==> src/hdl/uart_pins_regs.svh <==
`ifndef UART_PINS_REGS_SVH
`define UART_PINS_REGS_SVH

// Timing of the bit clock derived from the 25 MHz system clock.
`define CLK_HZ 25000000
`define BAUD_HZ 115200
`define OVERSAMPLE 16
`define BAUD_DIV_CYCLES (`CLK_HZ / (`BAUD_HZ * `OVERSAMPLE))

// Sample points within one bit time, counted in oversample ticks, and the index of the last data bit.
`define SAMPLE_MID 4'h7
`define SAMPLE_LAST 4'hf
`define LAST_DATA_BIT 3'h7

// Pin levels after reset and when the port is not using the line.
`define MARK_LEVEL 1'b1
`define RTS_INACTIVE 1'b1

// Transmit buffer shape.
`define TX_FIFO_WIDTH 8
`define TX_FIFO_DEPTH 16

`endif

==> src/hdl/uart_pins_pkg.sv <==
package uart_pins_pkg;

  typedef enum logic [3:0] {
    TX_IDLE  = 4'h1,
    TX_START = 4'h2,
    TX_DATA  = 4'h4,
    TX_STOP  = 4'h8
  } tx_state_t;

  typedef enum logic [3:0] {
    RX_IDLE  = 4'h1,
    RX_START = 4'h2,
    RX_DATA  = 4'h4,
    RX_STOP  = 4'h8
  } rx_state_t;

  // Software-side control of one port.
  typedef struct packed {
    logic loopback;
    logic rts_request;
  } port_ctl_t;

  // One received character with its framing verdict.
  typedef struct packed {
    logic frame_err;
    logic [7:0] data;
  } rx_byte_t;

endpackage

==> src/hdl/byte_fifo.sv <==
`timescale 1ns/100ps
`default_nettype none

module byte_fifo #(
  parameter int WIDTH = 8,
  parameter int DEPTH = 16
) (
  input wire logic clk,
  input wire logic srst,
  input wire logic [WIDTH-1:0] in_data,
  input wire logic in_valid,
  output logic in_ready,
  output logic [WIDTH-1:0] out_data,
  output logic out_valid,
  input wire logic out_ready
);

  localparam int AW = $clog2(DEPTH);
  localparam int CW = $clog2(DEPTH + 1);
  localparam logic [CW-1:0] FULL_COUNT = CW'(DEPTH);
  localparam logic [CW-1:0] ZERO_COUNT = '0;

  logic [WIDTH-1:0] mem [DEPTH];
  logic [AW-1:0] wr_ptr_r;
  logic [AW-1:0] rd_ptr_r;
  logic [CW-1:0] count_r;
  logic [CW-1:0] count_nxt;
  logic in_ready_r;
  logic out_valid_r;

  // Handshakes qualify every pointer move.
  wire push = in_valid & in_ready_r;
  wire pop = out_valid_r & out_ready;

  assign in_ready = in_ready_r;
  assign out_valid = out_valid_r;
  assign out_data = mem[rd_ptr_r];

  // Depth must be a power of two so the pointers wrap by themselves.
  always_comb begin
    count_nxt = count_r + {{(CW-1){1'b0}}, push} - {{(CW-1){1'b0}}, pop};
  end

  // Flags are registered from the next count, so they are never stale.
  always_ff @(posedge clk) begin
    if (srst) begin
      wr_ptr_r <= '0;
      rd_ptr_r <= '0;
      count_r <= '0;
      in_ready_r <= 1'b0;
      out_valid_r <= 1'b0;
    end else begin
      if (push) wr_ptr_r <= wr_ptr_r + 1'b1;
      if (pop) rd_ptr_r <= rd_ptr_r + 1'b1;
      count_r <= count_nxt;
      in_ready_r <= (count_nxt != FULL_COUNT);
      out_valid_r <= (count_nxt != ZERO_COUNT);
    end
  end

  // Storage carries no reset; only the pointers and the count decide what is valid.
  always_ff @(posedge clk) begin
    if (push) mem[wr_ptr_r] <= in_data;
  end

endmodule

`default_nettype wire

==> src/hdl/dual_uart_modem_pins.sv <==
// Operation
// - Two independent ports, fast and console, each with own data and handshake.
// - Reset drives each serial output to mark, logic 1, until sending.
// - Each port captures its clear-to-send level as readable status.
// - Port drives request-to-send low to announce it is ready.
// - Reset forces request-to-send to inactive logic 1.
// - Loopback holds request-to-send at logic 1 regardless of software.
`include "uart_pins_regs.svh"
`timescale 1ns/100ps
`default_nettype none

module dual_uart_modem_pins
  import uart_pins_pkg::*;
(
  input wire logic clk,
  input wire logic srst,
  input wire logic fast_port_serial_in,
  output logic fast_port_serial_out,
  input wire logic fast_port_clear_to_send_n,
  output logic fast_port_request_to_send_n,
  input wire logic [7:0] fast_tx_data,
  input wire logic fast_tx_valid,
  output logic fast_tx_ready,
  output logic [7:0] fast_rx_data,
  output logic fast_rx_valid,
  output logic fast_rx_frame_err,
  input wire port_ctl_t fast_ctl,
  output logic fast_cts_status,
  input wire logic console_port_serial_in,
  output logic console_port_serial_out,
  input wire logic console_port_clear_to_send_n,
  output logic console_port_request_to_send_n,
  input wire logic [7:0] console_tx_data,
  input wire logic console_tx_valid,
  output logic console_tx_ready,
  output logic [7:0] console_rx_data,
  output logic console_rx_valid,
  output logic console_rx_frame_err,
  input wire port_ctl_t console_ctl,
  output logic console_cts_status
);

  localparam logic [7:0] DIV_LAST = 8'(`BAUD_DIV_CYCLES - 1);

  // Index 0 is the fast port, index 1 the console port.
  wire [1:0] pin_in = {console_port_serial_in, fast_port_serial_in};
  wire [1:0] cts_n_in = {console_port_clear_to_send_n,
                         fast_port_clear_to_send_n};
  wire [7:0] tx_data_in [2];
  wire [1:0] tx_valid_in = {console_tx_valid, fast_tx_valid};
  wire port_ctl_t ctl_in [2];
  assign tx_data_in[0] = fast_tx_data;
  assign tx_data_in[1] = console_tx_data;
  assign ctl_in[0] = fast_ctl;
  assign ctl_in[1] = console_ctl;

  logic [1:0] pin_out_r;
  logic [1:0] rts_n_r;
  logic [1:0] cts_status_r;
  logic [1:0] rx_valid_r;
  logic [1:0] fifo_ready;
  rx_byte_t rx_byte_r [2];

  // One shared divider makes the oversample tick for both ports; they
  // therefore run at the same rate, which keeps the divider count down.
  logic [7:0] div_r;
  logic tick_r;
  wire div_wrap = (div_r == DIV_LAST);

  always_ff @(posedge clk) begin
    if (srst) begin
      div_r <= 8'h00;
      tick_r <= 1'b0;
    end else begin
      div_r <= div_wrap ? 8'h00 : div_r + 8'h01;
      tick_r <= div_wrap;
    end
  end

  // Fast port and console port are the same logic, built twice.
  for (genvar p = 0; p < 2; p++) begin : g_port
    tx_state_t tx_state_r;
    rx_state_t rx_state_r;
    logic [7:0] tx_shift_r;
    logic [2:0] tx_bit_r;
    logic [3:0] tx_phase_r;
    logic tx_line_r;
    logic [7:0] rx_shift_r;
    logic [2:0] rx_bit_r;
    logic [3:0] rx_phase_r;
    logic [7:0] fifo_data;
    logic fifo_valid;

    // Loopback stands in for the modem's consent, so a looped port can
    // send even when nothing is attached to the handshake pin.
    wire tx_allowed = ctl_in[p].loopback | ~cts_n_in[p];
    wire tx_take = (tx_state_r == TX_IDLE) & tx_allowed;
    wire tx_bit_end = tick_r & (tx_phase_r == `SAMPLE_LAST);
    wire rx_line = ctl_in[p].loopback ? tx_line_r : pin_in[p];
    wire rx_mid = tick_r & (rx_phase_r == `SAMPLE_MID);
    wire rx_end = tick_r & (rx_phase_r == `SAMPLE_LAST);

    byte_fifo #(
      .WIDTH(`TX_FIFO_WIDTH),
      .DEPTH(`TX_FIFO_DEPTH)
    ) u_tx_fifo (
      .clk(clk),
      .srst(srst),
      .in_data(tx_data_in[p]),
      .in_valid(tx_valid_in[p]),
      .in_ready(fifo_ready[p]),
      .out_data(fifo_data),
      .out_valid(fifo_valid),
      .out_ready(tx_take)
    );

    // Transmitter: start bit, eight data bits LSB first, one stop bit.
    always_ff @(posedge clk) begin
      if (srst) begin
        tx_state_r <= TX_IDLE;
        tx_line_r <= `MARK_LEVEL;
        tx_shift_r <= 8'h00;
        tx_bit_r <= 3'h0;
        tx_phase_r <= 4'h0;
      end else begin
        if (tick_r) tx_phase_r <= tx_phase_r + 4'h1;
        unique case (tx_state_r)
          TX_IDLE: begin
            if (fifo_valid & tx_allowed) begin
              tx_shift_r <= fifo_data;
              tx_line_r <= 1'b0;
              tx_phase_r <= 4'h0;
              tx_state_r <= TX_START;
            end
          end
          TX_START: begin
            if (tx_bit_end) begin
              tx_line_r <= tx_shift_r[0];
              tx_bit_r <= 3'h0;
              tx_state_r <= TX_DATA;
            end
          end
          TX_DATA: begin
            if (tx_bit_end) begin
              if (tx_bit_r == `LAST_DATA_BIT) begin
                tx_line_r <= `MARK_LEVEL;
                tx_state_r <= TX_STOP;
              end else begin
                tx_line_r <= tx_shift_r[1];
                tx_shift_r <= {1'b0, tx_shift_r[7:1]};
                tx_bit_r <= tx_bit_r + 3'h1;
              end
            end
          end
          TX_STOP: begin
            if (tx_bit_end) tx_state_r <= TX_IDLE;
          end
        endcase
      end
    end

    // Receiver: a start bit must still be low at mid-bit, else it is noise.
    always_ff @(posedge clk) begin
      if (srst) begin
        rx_state_r <= RX_IDLE;
        rx_shift_r <= 8'h00;
        rx_bit_r <= 3'h0;
        rx_phase_r <= 4'h0;
        rx_valid_r[p] <= 1'b0;
        rx_byte_r[p] <= '0;
      end else begin
        rx_valid_r[p] <= 1'b0;
        if (tick_r) rx_phase_r <= rx_phase_r + 4'h1;
        unique case (rx_state_r)
          RX_IDLE: begin
            if (tick_r & ~rx_line) begin
              rx_phase_r <= 4'h1;
              rx_state_r <= RX_START;
            end
          end
          RX_START: begin
            if (rx_mid) begin
              rx_phase_r <= 4'h0;
              rx_bit_r <= 3'h0;
              rx_state_r <= rx_line ? RX_IDLE : RX_DATA;
            end
          end
          RX_DATA: begin
            if (rx_end) begin
              rx_shift_r <= {rx_line, rx_shift_r[7:1]};
              rx_bit_r <= rx_bit_r + 3'h1;
              if (rx_bit_r == `LAST_DATA_BIT) rx_state_r <= RX_STOP;
            end
          end
          RX_STOP: begin
            if (rx_end) begin
              rx_byte_r[p].data <= rx_shift_r;
              rx_byte_r[p].frame_err <= ~rx_line;
              rx_valid_r[p] <= 1'b1;
              rx_state_r <= RX_IDLE;
            end
          end
        endcase
      end
    end

    // Pin drivers and status are registered so the pins never glitch.
    always_ff @(posedge clk) begin
      if (srst) begin
        pin_out_r[p] <= `MARK_LEVEL;
        rts_n_r[p] <= `RTS_INACTIVE;
        cts_status_r[p] <= 1'b0;
      end else begin
        pin_out_r[p] <= ctl_in[p].loopback ? `MARK_LEVEL : tx_line_r;
        rts_n_r[p] <= ctl_in[p].loopback ? `RTS_INACTIVE
                                         : ~ctl_in[p].rts_request;
        cts_status_r[p] <= ~cts_n_in[p];
      end
    end
  end

  // Top-level outputs are the registered per-port values.
  assign fast_port_serial_out = pin_out_r[0];
  assign fast_port_request_to_send_n = rts_n_r[0];
  assign fast_cts_status = cts_status_r[0];
  assign fast_tx_ready = fifo_ready[0];
  assign fast_rx_data = rx_byte_r[0].data;
  assign fast_rx_frame_err = rx_byte_r[0].frame_err;
  assign fast_rx_valid = rx_valid_r[0];
  assign console_port_serial_out = pin_out_r[1];
  assign console_port_request_to_send_n = rts_n_r[1];
  assign console_cts_status = cts_status_r[1];
  assign console_tx_ready = fifo_ready[1];
  assign console_rx_data = rx_byte_r[1].data;
  assign console_rx_frame_err = rx_byte_r[1].frame_err;
  assign console_rx_valid = rx_valid_r[1];

endmodule

`default_nettype wire

==> config.mk <==
export PLATFORM = sky130hd
export DESIGN_NAME = dual_uart_modem_pins
export DESIGN_NICKNAME = d
export VERILOG_FILES = /design/src/hdl/uart_pins_pkg.sv /design/src/hdl/byte_fifo.sv /design/src/hdl/dual_uart_modem_pins.sv
export VERILOG_INCLUDE_DIRS = /design/src /design/src/hdl
export SDC_FILE = /design/constraint.sdc
export NUM_CORES = 1
export LEC_CHECK = 0
export ABC_AREA = 1
export BUFFER_PORTS_ARGS = -buffer_cell sky130_fd_sc_hd__buf_2
export CAP_MARGIN = 30
export CORE_ASPECT_RATIO = 1.2
export CORE_UTILIZATION = 45
export DETAILED_ROUTE_END_ITERATION = 8
export GPL_ROUTABILITY_DRIVEN = 0
export PLACE_DENSITY_LB_ADDON = 0.05
export SLEW_MARGIN = 10
export SYNTH_ARGS = -nofsm -noshare
export SYNTH_HDL_FRONTEND = slang
export SYNTH_HIERARCHICAL = 1
export SYNTH_SLANG_ARGS = --single-unit
==> constraint.sdc <==
create_clock -name clk -period 2.9 [get_ports clk]
set_clock_uncertainty 0.15 [all_clocks]
set_input_delay 0.58 -clock clk [delete_from_list [all_inputs] [get_ports clk]]
set_output_delay 0.58 -clock clk [all_outputs]
set_load 0.05 [all_outputs]
### Word-level counts from Yosys, hierarchy flattened

Memories as Yosys holds them, arrays and structs flattened. A register that Yosys moved wholly into a read port is not among the register bits.
Cells that the tools add are included.

* $add $sub $neg: 17
* $mul: 0
* divide/modulo/power cells: 0
* $lt $le $gt $ge: 0
* eq/ne operators: 51
* shift operators: 0
* multiplexer cells: 96
* bitwise operators: 28
* reductions and logical operators: 27

Operators with widths (number)
* $mux W4: 36
* $mux W8: 8
* $pmux W4 S4: 4
* $ne A2 B2 Y1 const B: 20
* $mux W3: 12
* $add A4 B1 Y4 const B: 8
* $eq A4 B4 Y1 const B: 8
* $pmux W8 S2: 2
* $mux W1: 26
* $eq A4 B3 Y1 const B: 6
* $pmux W3 S2: 4
* $reduce_and A4 Y1: 6
* $reduce_and A5 Y1: 4
* $and A1 B1 Y1: 16
* $eq A4 B1 Y1 const B: 4
* $eq A4 B2 Y1 const B: 4
* $pmux W4 S2: 2
* $add A3 B1 Y3 const B: 4
* $eq A3 B3 Y1 const B: 4
* $reduce_bool A2 Y1: 6
* $add A5 B1 Y5: 2
* $ne A5 B5 Y1 const B: 2
* $reduce_bool A5 Y1: 2
* $sub A5 B1 Y5: 2
* other kinds (10): 27

* register bits after elaboration: 125
* latch bits: 0
* RAM bits: 274
* ROM bits: 0
* input port bits: 28
* output and inout bits: 28
* logic and storage cells: 260
* memories: 3

Memories
* g_port[0].u_tx_fifo.mem: words 16, width 8, read ports 1, clocked after Yosys merged registers in 1, wr ports 1, line byte_fifo.sv:23 `logic [WIDTH-1:0] mem [DEPTH];`
* g_port[1].u_tx_fifo.mem: words 16, width 8, read ports 1, clocked after Yosys merged registers in 1, wr ports 1, line byte_fifo.sv:23
* rx_byte_r: words 2, width 9, read ports 2, clocked after Yosys merged registers in 0, wr ports 2, line dual_uart_modem_pins.sv:62 `rx_byte_t rx_byte_r [2];`

### Longest topological paths before layout

Gate-level depths: netlist of the first run.

* depth in word-level cells: 7
* mapped depth: 17
* gate-level depth less buffers: 17

### Cells and area by module

Netlist of the first run, hierarchy kept.

By module, submodules not included
* byte_fifo at g_port[1].u_tx_fifo: instances 1, cells an instance 660, area each 6488.7 µm², sequential area each 4224.1 µm²
* byte_fifo at g_port[0].u_tx_fifo: instances 1, cells an instance 660, area each 6485.0 µm², sequential area each 4224.1 µm²
* dual_uart_modem_pins: instances 1, cells an instance 707, area each 5207.5 µm², sequential area each 2442.3 µm²

### Worst setup path after synthesis of the first run

OpenSTA, ideal clock, no wires.

* path type: input-to-reg
* start point: in fast_ctl[1] (netlist name)
* end point: reg g_port[0].u_tx_fifo.in_ready_r
* setup time: 125 ps
* data arrival time: 2190 ps
* required time: 2625 ps
* slack: 435 ps
* stages on the path: 12
* buffers on the path: 0
* path through: inv_1 > a21oi_1 > nand2_1 > nor2_1 > inv_1 > nand2_1 > ha_1 > inv_1 > fa_1 > nand2_1 > o21ai_0 > nand3_1

* word-level cells in the longest chain between the ends: 5

RTL lines
* start: declaration: line dual_uart_modem_pins.sv:27 `input wire port_ctl_t fast_ctl,`
* $or A1 B1 Y1: line dual_uart_modem_pins.sv:96 `wire tx_allowed = ctl_in[p].loopback | ~cts_n_in[p];`
* $and A1 B1 Y1: line dual_uart_modem_pins.sv:97 `wire tx_take = (tx_state_r == TX_IDLE) & tx_allowed;`
* net g_port[0].tx_take: line dual_uart_modem_pins.sv:97
* $and A1 B1 Y1: line byte_fifo.sv:33 `wire pop = out_valid_r & out_ready;`
* $sub A5 B1 Y5: line byte_fifo.sv:41 `count_nxt = count_r + {{(CW-1){1'b0}}, push} - {{(CW-1){1'b0}}, pop};`
* $ne A5 B5 Y1: line byte_fifo.sv:56 `in_ready_r <= (count_nxt != FULL_COUNT);`
* end signal: assignment: line byte_fifo.sv:56
* end: declaration: line byte_fifo.sv:28 `logic in_ready_r;`

The timed path passes the listed nets, and every way through them passes these cells.
A chain may end at the register's enable or synchronous reset.

### Final worst setup path of the first run

* start point: reg g_port[1].tx_state_r[2]
* end point: reg g_port[1].u_tx_fifo.in_ready_r

* word-level cells in the longest chain between the ends: 5

RTL lines
* start: declaration: line dual_uart_modem_pins.sv:82 `tx_state_t tx_state_r;`
* start signal: assignment: line dual_uart_modem_pins.sv:120 `tx_state_r <= TX_IDLE;`
* start signal: assignment: line dual_uart_modem_pins.sv:133 `tx_state_r <= TX_START;`
* start signal: assignment: line dual_uart_modem_pins.sv:140 `tx_state_r <= TX_DATA;`
* $eq A4 B1 Y1: line dual_uart_modem_pins.sv:97
* $and A1 B1 Y1: line dual_uart_modem_pins.sv:97
* net g_port[1].tx_take: line dual_uart_modem_pins.sv:97
* $and A1 B1 Y1: line byte_fifo.sv:33
* $sub A5 B1 Y5: line byte_fifo.sv:41
* $ne A5 B5 Y1: line byte_fifo.sv:56
* end signal: assignment: line byte_fifo.sv:56
* end: declaration: line byte_fifo.sv:28

The timed path passes the listed nets, and every way through them passes these cells.

==> results.py, run 1 <==
metrics = {
    "route": {
        "final_antenna_net_count": 0,
        "drt-total-wl_mm": 41.14,
        "vias": 12900,
        "dr.pass1.iters": 5,
        "viasPerCell": 4.827,
        "first_iter_violations": 717,
        "routedWlPerCell_um": 15.40,
        "drc": 0,
    },
    "floorplanning": {
        "fp.dieH_um": 222.2,
        "start_util_pct": 45.64,
        "rows": 80,
        "die_w_um": 185.5,
        "num_io_pins": 56,
        "fp.coreArea_sq_mm": 0.03984,
        "dieArea_sq_mm": 0.04121,
    },
    "pwr": {
        "power.switching_mw": 5.360,
        "vdd.ir_drop.worst_mv": 0.5379,
        "switching_share_pct": 32.47,
        "p_leak_nw": 8.969,
        "p_int_mw": 11.15,
        "powerDensity_mw_per_mm2": 807.6,
        "comb_power_share_pct": 25.7,
        "clkPwrFrac_pct": 32.7,
        "seqPwrFrac_pct": 41.6,
    },
    "run_status": {
        "status": "finished clean",
    },
    "worst_setup_path": {
        "crit_chain": "nor2_1, nand2_1, a21oi_1, nand2_1, nor2_1, inv_1, nand2_1, ha_1, inv_1, fa_1, nand2_1, o21ai_0, nand3_1",
        "cp.arrival_ns": 2.84,
        "path_max_fanout": 3,
        "slowest_stage": "fa_1",
        "rr_startpoint": "g_port[1].tx_state_r[2]$_SDFFE_PP0P_",
        "cp_common_cell": "nand2_1",
        "startpoint": "g_port[1].tx_state_r[2]$_SDFFE_PP0P_",
        "crit_path_end_kind": "register",
        "worst_setup_path_start_kind": "register",
        "max_stage_delay_ns": 0.50,
        "crit_type": "reg -> reg",
        "required_ns": 3.16,
    },
    "placed_design": {
        "dp_hpwl_mm": 26.87,
        "dp.cells": 2595,
        "port_buffers": 55,
    },
    "sta": {
        "slew_headroom_pct": 41.88,
        "hold_violations": 0,
        "fmax_ghz": 0.3873,
        "tightest_slew_ns": 0.8686,
        "fin_tns_setup_ns": 0,
        "rsz0062_at_grt": "false",
        "min_period_ns": 2.582,
        "slew_violations": 0,
        "finalSetupViolCount": 0,
        "fin_crit_sh_pct": 89.03,
    },
    "grt": {
        "grt_pass1_vias": 12700,
        "grt_max_degree": 65,
        "use_met2_pct": 36.69,
        "grtUsageTotal_pct": 20.64,
        "overflow": 0,
        "met1_usage_pct": 25.32,
        "top_usage_layer": "met2",
        "globalRouteMet3Util_pct": 2.885,
        "grt_first_pass_wirelength_mm": 66.16,
        "antenna_found_initial": 0,
    },
    "finish": {
        "fin_nets": 2170,
        "syn_to_final_growth_pct": 12.42,
        "layout_common_cells": "nand2_1 (573), inv_1 (330), edfxtp_1 (274)",
        "finalNonFillerCells": 2672,
        "final_common_cell": "nand2_1",
        "n_antenna_cell": 0,
        "drive_above_1_share_pct": 9.116,
    },
    "worst_hold_path": {
        "worstHoldPathType": "in -> reg",
        "hold_path.startpoint": "console_ctl[0]",
    },
    "yosys": {
        "synth-edff-count": 274,
        "synth_nets": 2089,
        "mappedNetlistArea_sq_mm": 0.01818,
        "synth-seq-cells": 407,
        "synthFlopType": "edfxtp_1",
        "syn-instance-count": 2027,
        "syn_avg_cell_area_sq_um": 8.970,
        "synth.distinct_cells": 41,
        "ys_seq_area_share_pct": 59.90,
        "yosys_warnings": 6,
        "async_flop_share_pct": 0,
    },
    "clock_tree": {
        "cts_setup_buffers": 0,
        "root_buffer": "clkbuf_16",
        "clock-sinks": 407,
        "cts_resized": 0,
        "cts_made_buffers": 44,
        "clk_latency_ns": 0.54,
        "clkSlewWorstSetupHoldPaths_ns": 0.06,
        "htreeDepth": 2,
        "cts_tree": "built",
        "cts_buffer_depth": 3,
        "holdBufCountCts": 0,
    },
    "job": {
        "maxCapViolCount": 0,
    },
}
sequential cells by signal, summed over array words and instances (netlist names), 2 cells and up, named ones only:
signal / cells
g_port.rx_state_r: 8
g_port.tx_line_r: 2
g_port.rx_bit_r: 6
g_port.u_tx_fifo/wr_ptr_r: 8
g_port.tx_shift_r: 16
g_port.u_tx_fifo/rd_ptr_r: 8
g_port.u_tx_fifo/count_r: 10
g_port.u_tx_fifo/in_ready: 2
g_port.u_tx_fifo/out_valid: 2
div_r: 8
g_port.tx_state_r: 8
g_port.rx_shift_r: 16
g_port.rx_phase_r: 8
rx_byte_r: 18
g_port.u_tx_fifo/mem: 256
g_port.tx_phase_r: 8
g_port.tx_bit_r: 6
logic make-up (layout without fill, tap and decap cells):
kind of cell / count (synthesis) / count (layout) / share of synthesized area [%]
buffers and inverters: 405 / 517 / 9.366
AO/OA/AOI/OAI: 116 / 116 / 3.365
flip-flops: 407 / 407 / 59.90
adder cells (fa/ha/maj): 34 / 34 / 2.422
XOR/XNOR: 14 / 14 / 0.6744
AND/OR/NAND/NOR: 1051 / 1051 / 24.27
final timing paths:
check | end | slack, ns | depth (start not counted)
min | console_port_request_to_send_n$_SDFF_PP1_ | 0.05 | 2
max | g_port[1].u_tx_fifo/in_ready$_SDFF_PP0_ | 0.32 | 13
max reg2reg | g_port[1].u_tx_fifo/in_ready$_SDFF_PP0_ | 0.32 | 13
min reg2reg | g_port[0].rx_shift_r[0]$_SDFFE_PP0P_ | 0.30 | 2
final cells by class:
| cell class | count | area [sq um] |
|---|---|---|
| Timing Repair Buffer | 100 | 638.1 |
| Multi-Input combinational cell | 1215 | 5592 |
| Fill cell | 3866 | 19400 |
| Clock inverter | 18 | 162.7 |
| Tap cell | 533 | 666.9 |
| Sequential cell | 407 | 10890 |
| Inverter | 340 | 1279 |
| Clock buffer | 59 | 1209 |
power by group through the flow:
| stage | registers (mW) | clock network (mW) | logic (mW) |
|---|---|---|---|
| after global placement | 6.98 | 0 | 4.24 |
| after detailed placement | 6.99 | 0 | 4.28 |
| after floorplan | 7.01 | 0 | 3.14 |
| after global routing | 6.91 | 5.77 | 4.88 |
| after CTS | 6.86 | 5.56 | 4.30 |
| final | 6.86 | 5.40 | 4.25 |
through the flow:
step | setup WS (ns) | hold slack, ns | power, mW | utilization [%] | cell area (sq um)
3_3_place_gp | 0.1539 | 0.2928 | 11.21 | 47.85 | 19060
4_1_cts | 0.2504 | 0.01475 | 16.73 | 51.30 | 20440
3_5_place_dp | 0.1147 | 0.2994 | 11.27 | 47.85 | 19060
5_1_grt | 0.01406 | 0.03089 | 17.55 | 51.31 | 20440
2_1_floorplan | 0.4346 | 0.2789 | 10.15 | - | 18180
6_report | 0.3180 | 0.05441 | 16.51 | 51.31 | 20440
synth_stat cells, types with 5 or more instances:
library cell / number / share of area (%)
nor2_2: 7 / 0.24
inv_1: 330 / 6.8
buf_2: 33 / 0.91
nand2_1: 573 / 12
inv_2: 8 / 0.17
dfxtp_1: 133 / 15
nand4_1: 12 / 0.41
clkbuf_1: 7 / 0.14
xor2_1: 8 / 0.39
buf_6: 16 / 0.99
ha_1: 32 / 2.2
edfxtp_1: 274 / 45
nand3_1: 250 / 6.9
xnor2_1: 6 / 0.29
nand2_2: 8 / 0.28
buf_4: 5 / 0.21
a21oi_1: 62 / 1.7
nor3_1: 11 / 0.30
nor2_1: 179 / 3.7
o21ai_0: 43 / 1.2
routing by layer:
layer | share of wire [%] | routed length [um]
met1 | 43 | 17800
met2 | 50 | 20620
met3 | 3.6 | 1489
met4 | 3.0 | 1224
met5 | 0 | 0
critical path: cells and delay by family (launching register included):
| kind | cells | cell delay (ns) |
|---|---|---|
| AND/OR/NAND/NOR | 7 | 0.79 |
| adder cells (fa/ha/maj) | 2 | 0.67 |
| AO/OA/AOI/OAI | 2 | 0.41 |
| flip-flops | 1 | 0.32 |
| buffers and inverters | 2 | 0.13 |
(Power assumes the default switching activity.)
==> run 2, diff against run 1 <==
CORE_MARGIN = 2   (was default)
HOLD_SLACK_MARGIN = 0.06   (was default)
==> run 2 against run 1 <==
Net effect: sequential share of layout area is 0.16 points higher; critical path depth did not move; first-iteration DRC count is 2.9% lower; die area rose by 2.0%; worst setup slack got worse by 0.041 ns; cell count hardly changed; combinational power down 0.9%; cell area shrank 0.30%; sequential power barely moved; flip-flop and latch count is the same; maximum frequency shrank 1.6%; critical endpoint unchanged.
==> results.py, run 2 (synthesis gave the netlist of run 1 again) <==
metrics = {
    "route": {
        "drt-total-wl_mm": 40.92,
        "vias": 12900,
        "dr.pass1.iters": 5,
        "final_antenna_net_count": 0,
        "viasPerCell": 4.829,
        "routedWlPerCell_um": 15.32,
        "drc": 0,
        "first_iter_violations": 696,
    },
    "finish": {
        "fin_util_pct": 51.15,
        "layout_common_cells": "nand2_1 (573), inv_1 (330), edfxtp_1 (274)",
        "largest_register": "g_port.u_tx_fifo/mem",
        "drive_above_1_share_pct": 8.559,
        "final_common_cell": "nand2_1",
        "fin_nets": 2168,
        "top_regs": "g_port.u_tx_fifo/mem: 256 flops, rx_byte_r: 18 flops",
        "syn_to_final_growth_pct": 12.08,
        "largest_reg_flops": 256,
        "n_antenna_cell": 0,
    },
    "grt": {
        "grt_first_pass_wirelength_mm": 65.78,
        "grt_pass1_vias": 12490,
        "overflow": 0,
        "antenna_found_initial": 0,
        "grtUsageTotal_pct": 19.76,
        "grt_max_degree": 65,
    },
    "clock_tree": {
        "clk_latency_ns": 0.54,
        "root_buffer": "clkbuf_16",
        "cts_made_buffers": 43,
        "clock-sinks": 407,
        "clkSlewWorstSetupHoldPaths_ns": 0.06,
        "cts_resized": 0,
        "htreeDepth": 2,
        "holdBufCountCts": 2,
        "cts_tree": "built",
        "cts_buffer_depth": 3,
        "cts_setup_buffers": 0,
    },
    "job": {
        "maxCapViolCount": 0,
    },
    "sta": {
        "min_period_ns": 2.623,
        "fin_tns_setup_ns": 0,
        "fin_crit_sh_pct": 90.44,
        "rsz0062_at_grt": "false",
        "hold_violations": 0,
        "slew_violations": 0,
        "tightest_slew_ns": 0.7784,
        "fmax_ghz": 0.3813,
        "slew_headroom_pct": 47.91,
        "whs_ns": 0.09218,
        "finalSetupViolCount": 0,
    },
    "pwr": {
        "switching_share_pct": 32.57,
        "clkPwrFrac_pct": 31.8,
        "comb_power_share_pct": 25.9,
        "vdd.ir_drop.worst_mv": 0.5305,
        "power.switching_mw": 5.294,
        "powerDensity_mw_per_mm2": 797.6,
        "p_leak_nw": 8.926,
        "p_int_mw": 10.96,
        "seqPwrFrac_pct": 42.3,
    },
    "worst_setup_path": {
        "cp.arrival_ns": 2.88,
        "required_ns": 3.16,
        "crit_path_end_kind": "register",
        "worst_setup_path_start_kind": "register",
        "crit_type": "reg -> reg",
        "path_max_fanout": 4,
    },
    "worst_hold_path": {
        "worstHoldPathType": "in -> reg",
    },
    "run_status": {
        "status": "finished clean",
    },
    "floorplanning": {
        "fp.dieH_um": 224.2,
        "start_util_pct": 45.64,
        "rows": 80,
        "num_io_pins": 56,
        "die_w_um": 187.5,
        "dieArea_sq_mm": 0.04203,
        "fp.coreArea_sq_mm": 0.03984,
    },
    "placed_design": {
        "port_buffers": 55,
        "dp_hpwl_mm": 26.68,
    },
}
## run 2: cell types whose count changed in the layout (fill, tap and decap cells not counted), sizes merged
cell / before / now
buf: 100 / 97
bufinv: 3 / 2
dlygate4sd3: 0 / 2
clkinv: 15 / 19
clkbuf: 59 / 57
inv: 340 / 339
## run 2: path summary, 6_finish.rpt
path / to / start / slack, ns / cells after the start
worst max-delay path: g_port[1].u_tx_fifo/in_ready$_SDFF_PP0_ / g_port[1].tx_state_r[3]$_SDFFE_PP0P_ / 0.28 / 13
worst min-delay path: console_cts_status$_SDFF_PP0_ / console_port_clear_to_send_n / 0.09 / 2
worst max register to register: g_port[1].u_tx_fifo/in_ready$_SDFF_PP0_ / g_port[1].tx_state_r[3]$_SDFFE_PP0P_ / 0.28 / 13
worst min register to register: g_port[0].rx_shift_r[0]$_SDFFE_PP0P_ / g_port[0].rx_shift_r[0]$_SDFFE_PP0P_ / 0.30 / 2
## run 2: final cells by class
class	instances	area (sq um)
Clock inverter	20	132.6
Sequential cell	407	10890
Clock buffer	57	1171
Multi-Input combinational cell	1215	5588
Timing Repair Buffer	99	648.1
Tap cell	533	666.9
Inverter	340	1279
Fill cell	3804	19460
## run 2: per-stage QoR
step                setup slack, ns  cells  total power [mW]  instance area (sq um)
floorplan                    0.4346   2027             10.15                  18180
global placement             0.1594   2592             11.19                  19050
detailed placement           0.1285   2592             11.24                  19050
CTS                          0.2322   2671             16.47                  20380
global route                0.01161   2671             17.33                  20380
finish                       0.2773   2671             16.25                  20380
## run 2: critical path, cell delays in order, from the launching register on
cell     delay, ns
dfxtp_1       0.34
nor2_1        0.17
nand2_1       0.12
a21oi_1       0.19
nand2_1       0.09
nor2_1        0.16
inv_1         0.08
nand2_1       0.06
ha_1          0.16
inv_1         0.06
fa_1          0.41
xnor2_1       0.15
o21ai_0       0.23
nand3_1       0.11
## run 2: metal layers
| layer | share of wire, % | track usage (%) | vias up | routed length (um) |
|---|---|---|---|---|
| met3 | 3.3 | 2.428 | 69 | 1348 |
| li1 | - | - | 6627 | - |
| met2 | 51 | 35.57 | 205 | 20830 |
| met5 | 0 | 0 | - | 0 |
| met1 | 43 | 24.42 | 5997 | 17500 |
| met4 | 3.0 | 7.163 | 0 | 1248 |
## run 2: power by group through the flow
stage	Combinational, mW	Sequential [mW]	Clock, mW
after floorplan	3.14	7.01	0
after global placement	4.20	6.99	0
after CTS	4.27	6.88	5.32
final	4.21	6.87	5.17
after detailed placement	4.24	7.00	0
after global routing	4.84	6.92	5.56
